==> src/gpc_defines.vh <==
// offsets, reset values and field codes of the pad configuration block
`ifndef GPC_DEFINES_VH
`define GPC_DEFINES_VH
`define GPC_OFF_DRV_TYPE   8'h04
`define GPC_OFF_SLEW       8'h08
`define GPC_OFF_PULL       8'h0C
`define GPC_OFF_LEVELS     8'h10
`define GPC_RST_DRV_TYPE   16'h0000
`define GPC_RST_SLEW_A     32'h00000030
`define GPC_RST_SLEW_B     32'h00000000
`define GPC_RST_PULL_A     32'h55555595
`define GPC_RST_PULL_B     32'h55555555
`define GPC_PULL_NONE      2'h0
`define GPC_PULL_UP        2'h1
`define GPC_PULL_DOWN      2'h2
`define GPC_FN_INPUT       2'h0
`define GPC_FN_OUTPUT      2'h1
`define GPC_FN_ALT         2'h2
`define GPC_FN_ANALOG      2'h3
`define GPC_APC_BIT        4
`endif

==> src/gpc_pad_cell.v <==
// per-pin pad control decode: driver enables, pulls, input gating
`timescale 1ns/1ps
`include "gpc_defines.vh"
module gpc_pad_cell (
	input  wire [1:0] i_pin_function_field,
	input  wire       i_driver_type_bit,
	input  wire       i_output_value_bit,
	input  wire       i_alt_out,
	input  wire       i_alt_oe,
	input  wire [1:0] i_pull_select_field,
	input  wire       i_pull_allowed,
	input  wire       i_level,
	output wire       o_high_drv,
	output wire       o_low_drv,
	output wire       o_pull_up,
	output wire       o_pull_down,
	output wire       o_level
);
	wire is_out = (i_pin_function_field == `GPC_FN_OUTPUT);
	wire is_alt = (i_pin_function_field == `GPC_FN_ALT);
	wire val    = is_alt ? i_alt_out : i_output_value_bit;
	wire en     = is_out | (is_alt & i_alt_oe);
	assign o_low_drv   = en & ~val;
	assign o_high_drv  = en & val & ~i_driver_type_bit;
	assign o_pull_up   = i_pull_allowed & (i_pull_select_field == `GPC_PULL_UP);
	assign o_pull_down = i_pull_allowed & (i_pull_select_field == `GPC_PULL_DOWN);
	assign o_level     = (i_pin_function_field == `GPC_FN_ANALOG) ? 1'b0 : i_level;
endmodule // gpc_pad_cell

==> src/gpc_pad_config.v <==
// pad configuration and input level registers of a 16-pin port
//
// Overview of operation
// - offset 0x04 holds one driver type bit per pin, 0 push-pull (reset), 1 open-drain.
// - bits 31:16 of this register are reserved, read zero and ignore writes.
// - offset 0x08 holds a 2-bit slew speed field per pin, reset 0x30 on port A, 0 on B.
// - offset 0x0C holds a 2-bit pull field per pin: 00 none, 01 up, 10 down, 11 reserved.
// - the pull register resets to 0x55555595 on port A and 0x55555555 on port B.
// - with the auto pull control bit set the pull register applies no pull.
// - with auto pull control clear, pulls apply only in run mode, not in low power.
// - offset 0x10 is read only and its low 16 bits show the current pin levels.
// - after reset the input bits are unknown until sampled (here they reset to zero); the upper half reads zero.
// - pin levels are sampled into the input register every clock in all digital modes.
// - open-drain drives low for 0 and floats for 1; the high driver never turns on.
// - the pin function field selects input, output, alternate, analog; analog reads 0.
// - writes of word, half-word or byte width update only the addressed bytes.
//
// Our own choice: the plain strobed port.
`timescale 1ns/1ps
`include "gpc_defines.vh"
module gpc_pad_config #(
	parameter       PINS   = 16,
	parameter       PORT_A = 1
) (
	input  wire              i_mclk,
	input  wire              i_sys_rst,
	input  wire [7:0]        i_addr,
	input  wire [31:0]       i_wdata,
	input  wire [3:0]        i_wbe,
	input  wire              i_wr,
	input  wire              i_rd,
	output reg  [31:0]       o_rdata,
	input  wire [2*PINS-1:0] i_pin_function_field,
	input  wire [PINS-1:0]   i_output_value_bit,
	input  wire [PINS-1:0]   i_alt_out,
	input  wire [PINS-1:0]   i_alt_oe,
	input  wire [31:0]       i_power_control_reg1,
	input  wire              i_low_power,
	input  wire [PINS-1:0]   i_pad_level,
	output reg  [PINS-1:0]   o_pad_high_drv,
	output reg  [PINS-1:0]   o_pad_low_drv,
	output reg  [PINS-1:0]   o_pad_pull_up,
	output reg  [PINS-1:0]   o_pad_pull_down,
	output reg  [2*PINS-1:0] o_slew_speed_field
);
	// ****************************************************************
	// registers
	// ****************************************************************
	reg  [15:0] drv_type_q;
	reg  [31:0] slew_q;
	reg  [31:0] pull_q;
	reg  [15:0] levels_q;
	wire [31:0] bmask = {{8{i_wbe[3]}}, {8{i_wbe[2]}}, {8{i_wbe[1]}}, {8{i_wbe[0]}}};
	always @(posedge i_mclk or posedge i_sys_rst) begin
		if (i_sys_rst) begin
			drv_type_q <= `GPC_RST_DRV_TYPE;
			slew_q     <= PORT_A ? `GPC_RST_SLEW_A : `GPC_RST_SLEW_B;
			pull_q     <= PORT_A ? `GPC_RST_PULL_A : `GPC_RST_PULL_B;
		end else if (i_wr) begin
			case (i_addr)
				`GPC_OFF_DRV_TYPE: begin
					drv_type_q <= (drv_type_q & ~bmask[15:0]) | (i_wdata[15:0] & bmask[15:0]);
				end
				`GPC_OFF_SLEW: begin
					slew_q <= (slew_q & ~bmask) | (i_wdata & bmask);
				end
				`GPC_OFF_PULL: begin
					pull_q <= (pull_q & ~bmask) | (i_wdata & bmask);
				end
				default: begin
					drv_type_q <= drv_type_q;
				end
			endcase
		end
	end
	// ****************************************************************
	// pin sampling
	// ****************************************************************
	wire [15:0] sync_lvl;
	wire [15:0] gated_lvl;
	gpc_sync2 #(.W(16)) u_sync (
		.i_mclk   (i_mclk),
		.i_sys_rst(i_sys_rst),
		.i_async  (i_pad_level),
		.o_sync   (sync_lvl)
	);
	always @(posedge i_mclk or posedge i_sys_rst) begin
		if (i_sys_rst) begin
			levels_q <= 16'h0000;
		end else begin
			levels_q <= gated_lvl;
		end
	end
	// ****************************************************************
	// pad control
	// ****************************************************************
	wire pull_ok = ~i_power_control_reg1[`GPC_APC_BIT] & ~i_low_power;
	wire [15:0] hd;
	wire [15:0] ld;
	wire [15:0] pu;
	wire [15:0] pd;
	genvar g;
	generate
		for (g = 0; g < 16; g = g + 1) begin : g_pin
			gpc_pad_cell u_cell (
				.i_pin_function_field(i_pin_function_field[2*g+1:2*g]),
				.i_driver_type_bit   (drv_type_q[g]),
				.i_output_value_bit  (i_output_value_bit[g]),
				.i_alt_out           (i_alt_out[g]),
				.i_alt_oe            (i_alt_oe[g]),
				.i_pull_select_field (pull_q[2*g+1:2*g]),
				.i_pull_allowed      (pull_ok),
				.i_level             (sync_lvl[g]),
				.o_high_drv          (hd[g]),
				.o_low_drv           (ld[g]),
				.o_pull_up           (pu[g]),
				.o_pull_down         (pd[g]),
				.o_level             (gated_lvl[g])
			);
		end
	endgenerate
	always @(posedge i_mclk or posedge i_sys_rst) begin
		if (i_sys_rst) begin
			o_pad_high_drv     <= 16'h0000;
			o_pad_low_drv      <= 16'h0000;
			o_pad_pull_up      <= 16'h0000;
			o_pad_pull_down    <= 16'h0000;
			o_slew_speed_field <= 32'h00000000;
		end else begin
			o_pad_high_drv     <= hd;
			o_pad_low_drv      <= ld;
			o_pad_pull_up      <= pu;
			o_pad_pull_down    <= pd;
			o_slew_speed_field <= slew_q;
		end
	end
	// ****************************************************************
	// read path
	// ****************************************************************
	always @(posedge i_mclk or posedge i_sys_rst) begin
		if (i_sys_rst) begin
			o_rdata <= 32'h00000000;
		end else if (i_rd) begin
			case (i_addr)
				`GPC_OFF_DRV_TYPE: o_rdata <= {16'h0000, drv_type_q};
				`GPC_OFF_SLEW:     o_rdata <= slew_q;
				`GPC_OFF_PULL:     o_rdata <= pull_q;
				`GPC_OFF_LEVELS:   o_rdata <= {16'h0000, levels_q};
				default:           o_rdata <= 32'h00000000;
			endcase
		end else begin
			o_rdata <= 32'h00000000;
		end
	end
endmodule // gpc_pad_config

==> src/gpc_sync2.v <==
// two flip-flop synchroniser for a vector of pad levels
`timescale 1ns/1ps
module gpc_sync2 #(
	parameter W = 16
) (
	input  wire         i_mclk,
	input  wire         i_sys_rst,
	input  wire [W-1:0] i_async,
	output reg  [W-1:0] o_sync
);
	reg [W-1:0] meta_q;
	always @(posedge i_mclk or posedge i_sys_rst) begin
		if (i_sys_rst) begin
			meta_q <= {W{1'b0}};
			o_sync <= {W{1'b0}};
		end else begin
			meta_q <= i_async;
			o_sync <= meta_q;
		end
	end
endmodule // gpc_sync2

==> config.mk <==
export PLATFORM = sky130hd
export DESIGN_NAME = gpc_pad_config
export DESIGN_NICKNAME = d
export VERILOG_FILES = /design/src/gpc_pad_cell.v /design/src/gpc_pad_config.v /design/src/gpc_sync2.v
export VERILOG_INCLUDE_DIRS = /design/src
export SDC_FILE = /design/constraint.sdc
export NUM_CORES = 1
export LEC_CHECK = 0
export ABC_AREA = 1
export ABC_CLOCK_PERIOD_IN_PS = 26600
export BUFFER_PORTS_ARGS = -buffer_cell sky130_fd_sc_hd__buf_2
export CAP_MARGIN = 0
export CORE_UTILIZATION = 55
export CTS_CLUSTER_DIAMETER = 60
export DETAILED_ROUTE_END_ITERATION = 8
export GPL_ROUTABILITY_DRIVEN = 1
export HOLD_SLACK_MARGIN = 0.06
export PLACE_DENSITY = 0.85
export SLEW_MARGIN = 20
export SYNTH_ARGS = -nofsm -noshare
export SYNTH_HDL_FRONTEND = slang
export SYNTH_SLANG_ARGS = --single-unit
==> constraint.sdc <==
create_clock -name i_mclk -period 26.6 [get_ports i_mclk]
set_input_delay 5.32 -clock i_mclk [delete_from_list [all_inputs] [get_ports i_mclk]]
set_output_delay 5.32 -clock i_mclk [all_outputs]
set_load 0.01 [all_outputs]
# [Word-level counts from Yosys, hierarchy flattened]
# Cells that the tools add are included.
[totals] regBits=256 latch_bits=0 ramBits=0 romBits=0 inputBits=177 n_memories=0
[classes] addsub=0 multipliers=0 div_mod_pow=0 n_lt_le_gt_ge=0 eq_ne=84 shift=0 muxes=34 n_bitwise=157 n_reduce_logical=3
[op_table] op="case mux 32 bit (4 select lines)" count=1
[op_table] op="AND 1 bit" count=97
[op_table] op="AND 32 bit" count=3
[op_table] op="== test 2 bit, second input constant" count=48
[op_table] op="== test 2 x 1 -> 1 bit, second input constant" count=32
[op_table] op="OR 32 bit" count=2
[op_table] op="NOT 1 bit" count=34
[op_table] op="AND 16 bit" count=2
[op_table] op="2-to-1 mux 1 bit" count=32
[op_table] op="2-to-1 mux 32 bit" count=1
[op_table] op="NOT 32 bit" count=1
[op_table] op="== test 8 x 4 -> 1 bit, second input constant" count=2
[op_table] op="NOT 16 bit" count=1
[op_table] op="OR 1 bit" count=16
[op_table] op="OR 16 bit" count=1
[op_table] op="== test 8 x 3 -> 1 bit, second input constant" count=1
[op_table] op="== test 8 x 5 -> 1 bit, second input constant" count=1
[op_table] op="AND reduction 2 bit" count=3

# [Logic depth before layout (Yosys ltp)]
[logic_depth] ltp_word=5 ltp_mapped=9 depth_no_buf=9

# [Cells and area by module]
# Synthesis repeated with hierarchy kept, for this count alone.
[hier_totals] hier_cells=1130 hier_area_um2=10202.3
[by_module_without_submodules] mod="gpc_pad_config" n_inst=1 cells_each=729 area_each_um2=7916.3
[by_module_without_submodules] mod="gpc_pad_cell" n_inst=16 cells_each=23 area_each_um2=92.6
[by_module_without_submodules] mod="gpc_sync2" n_inst=1 cells_each=33 area_each_um2=804.5

# [Least setup slack after synthesis]
# No wires, ideal clock.
[synth_timing] path_type="input to register" from="in i_addr[1]" to="reg (tool-made name)" setup_ps=117 arrival_ps=6294 required_time_ps=26483 slack_ps=20189 cell_stages=7 n_path_buf=1 path_cell_list="nor2_1 -> nand2_4 -> nor2_4 -> nand3_4 -> buf_6 -> nand2_1 -> o21ai_2"
[synth_rtl] item="start: declaration" line_no="gpc_pad_config.v:27" text="input wire [7:0] i_addr,"

==> flow_summary.ini <==
[outcome]
status = finished, final reports clean

[yosys]
yosysSeqAreaShare_pct = 65.6
synthFlopType = dfrtp_1
synth_top_area_cell = dfrtp_1
ys_types = 26
synth_area_leaders = dfrtp_1, nand2_1, dfstp_2, inv_1, nand3_1
async_flop_share_pct = 100
synth-seq-cells = 256
synth_edf_count = 0
synth_top_area_share_pct = 60.8
syn_avg_cell_area_sq_um = 10.1
synth-warning-count = 0
syn-num-nets = 1151
synth.cell_area_sq_mm = 0.00980
syn-instance-count = 974

[die]
initial_core_util_pct = 56.5
die_h_um = 135
die_x_um = 135
num_rows = 48
core-area_sq_mm = 0.0174
boundaryPins = 305
dieArea_sq_mm = 0.0184

[cts]
clock_latency_ns = 0.52
cts_inserted_buffers = 26
clk_pin_slew_worst_paths_ns = 0.06
cts-htree-levels = 1
postCtsSetupRepairBufs = 0
clock-sinks = 256
cts_tree = yes
cts-resized-gates = 0
holdBufCountCts = 0
cts-root-buf = clkbuf_16
clockBufferDepth = 3

[critical_path]
startpoint_type = primary input
critPathMaxFanout = 25
cp.arrival_ns = 7.24
crit_required_ns = 27.00
crit_start = i_addr[7]
path_class = in -> reg
endpoint_kind = flop

[sta]
final-setup-viol-count = 0
skew_ns = 0.0108
report.final.slew_viol_count = 0
fin_crit_ns = 6.84
rsz0062_at_grt = false
fin_setup_tns_ns = 0
fmax_ghz = 0.146
hold_viol = 0
post-route-period-util_pct = 25.7
tightest_slew_ns = 0.960
maxSlewHeadroom_pct = 35.6

[routing]
drt_iter0_markers = 341
wl_mm = 23.7
via_per_inst = 5.10
num_vias = 7677
wl_per_cell_um = 15.8
drtAntennaViolNets = 0
drc = 0
drtPass1Iterations = 5

[cells_and_area]
seq_area_sq_mm = 0.00643
layout_commonest_cell = nand2_1
synthToLayoutAreaGrowth_pct = 24.7
mostFrequentLayoutCells = nand2_1, buf_2, dfrtp_1, inv_1, nor2_1
nFillCells = 1275
nets = 1435
multi_input_area_sq_mm = 0.00280
drive_above_1_share_pct = 29.9
final_util_pct = 70.4

[run]
drv_cap = 0

[min_path]
hp-class = reg -> reg
min_from = u_sync.meta_q[10]

[place]
portBuffers = 273
place.gp.congestion = 0.810
hpwl_mm = 16.6

[power]
ir_worst_vdd_mv = 0.0618
power_leakage_nw = 6.92
power.total_mw = 0.828
power_density_mw_per_mm2 = 67.7

[grt]
grt_antenna_before_repair = 1
grt_pass1_vias = 7705
grt.overflow.total = 0
track_usage_pct = 26.5
grt_start_max_net_pins = 103
grt_pass1_wl_mm = 37.2
synthesized netlist by cell type (5+ instances only):
master / n
nor2_8: 5
nor3_1: 48
a21boi_0: 16
dfrtp_1: 238
buf_6: 7
nand2_1: 284
o21ai_0: 44
nor2_4: 6
dfstp_2: 18
o21ai_2: 16
o21a_1: 16
clkbuf_1: 5
nor2_1: 65
inv_1: 113
buf_2: 7
nand2_2: 6
nand3_1: 53
a21oi_1: 8
power breakdown:
group          switching (mW)  total, mW  internal, mW  leakage (nW)
Sequential            0.00648      0.410         0.404          3.30
Clock                   0.146      0.366         0.220         0.436
Combinational          0.0330     0.0518        0.0188          3.19
metal layers:
metal  up-vias  part of all wire [%]  track usage [%]
li1       3622                     -                -
met1      3688                    39             32.1
met2       319                    51             46.7
met3        48                   7.6             5.31
met4         0                   2.6             9.74
met5         -                     0                0
worst max-delay path, cell delays in order:
cell	delay [ns]
buf_2	0.10
nor2_1	0.19
nand2_4	0.15
nor2_4	0.65
nand2_4	0.25
inv_2	0.21
nand2_2	0.17
nand2_1	0.11
nand2_1	0.07
cell type report:
class,count,area share [%]
Clock inverter,9,0.870
Tap cell,225,2.30
Clock buffer,39,6.31
Antenna cell,1,0.0205
Timing Repair Buffer,275,11.3
Multi-Input combinational cell,582,22.9
Sequential cell,256,52.6
Inverter,117,3.65
path summary, 6_finish.rpt:
check / depth (start not counted) / slack (ns) / end
worst min register to register: 0 / 0.34 / u_sync.o_sync[10]
worst min-delay path: 0 / 0.34 / u_sync.o_sync[10]
max in group asynchronous: 3 / 20.36 / o_pad_high_drv[6]
min in group asynchronous: 2 / 4.92 / o_pad_high_drv[7]
worst max-delay path: 9 / 19.76 / flop
worst max register to register: 2 / 25.53 / o_pad_pull_up[14]
cells by family after synthesis:
| kind of cell | share of synthesized area (%) |
|---|---|
| flip-flops | 65.6 |
| AND/OR/NAND/NOR | 21.8 |
| AO/OA/AOI/OAI | 6.74 |
| buffers and inverters | 5.83 |
stage by stage:
| step | hold WS [ns] | cell area (sq um) | cells | setup slack (ns) |
|---|---|---|---|---|
| detailed placement | 0.335 | 11300 | 1455 | 19.21 |
| finish | 0.340 | 12200 | 1504 | 19.76 |
| CTS | 0.338 | 12200 | 1503 | 19.73 |
| floorplan | 0.331 | 9800 | 974 | 14.27 |
| global route | 0.337 | 12200 | 1504 | 19.59 |
| global placement | 0.331 | 11300 | 1455 | 19.29 |
No activity file was read; power rests on OpenSTA's default activity.
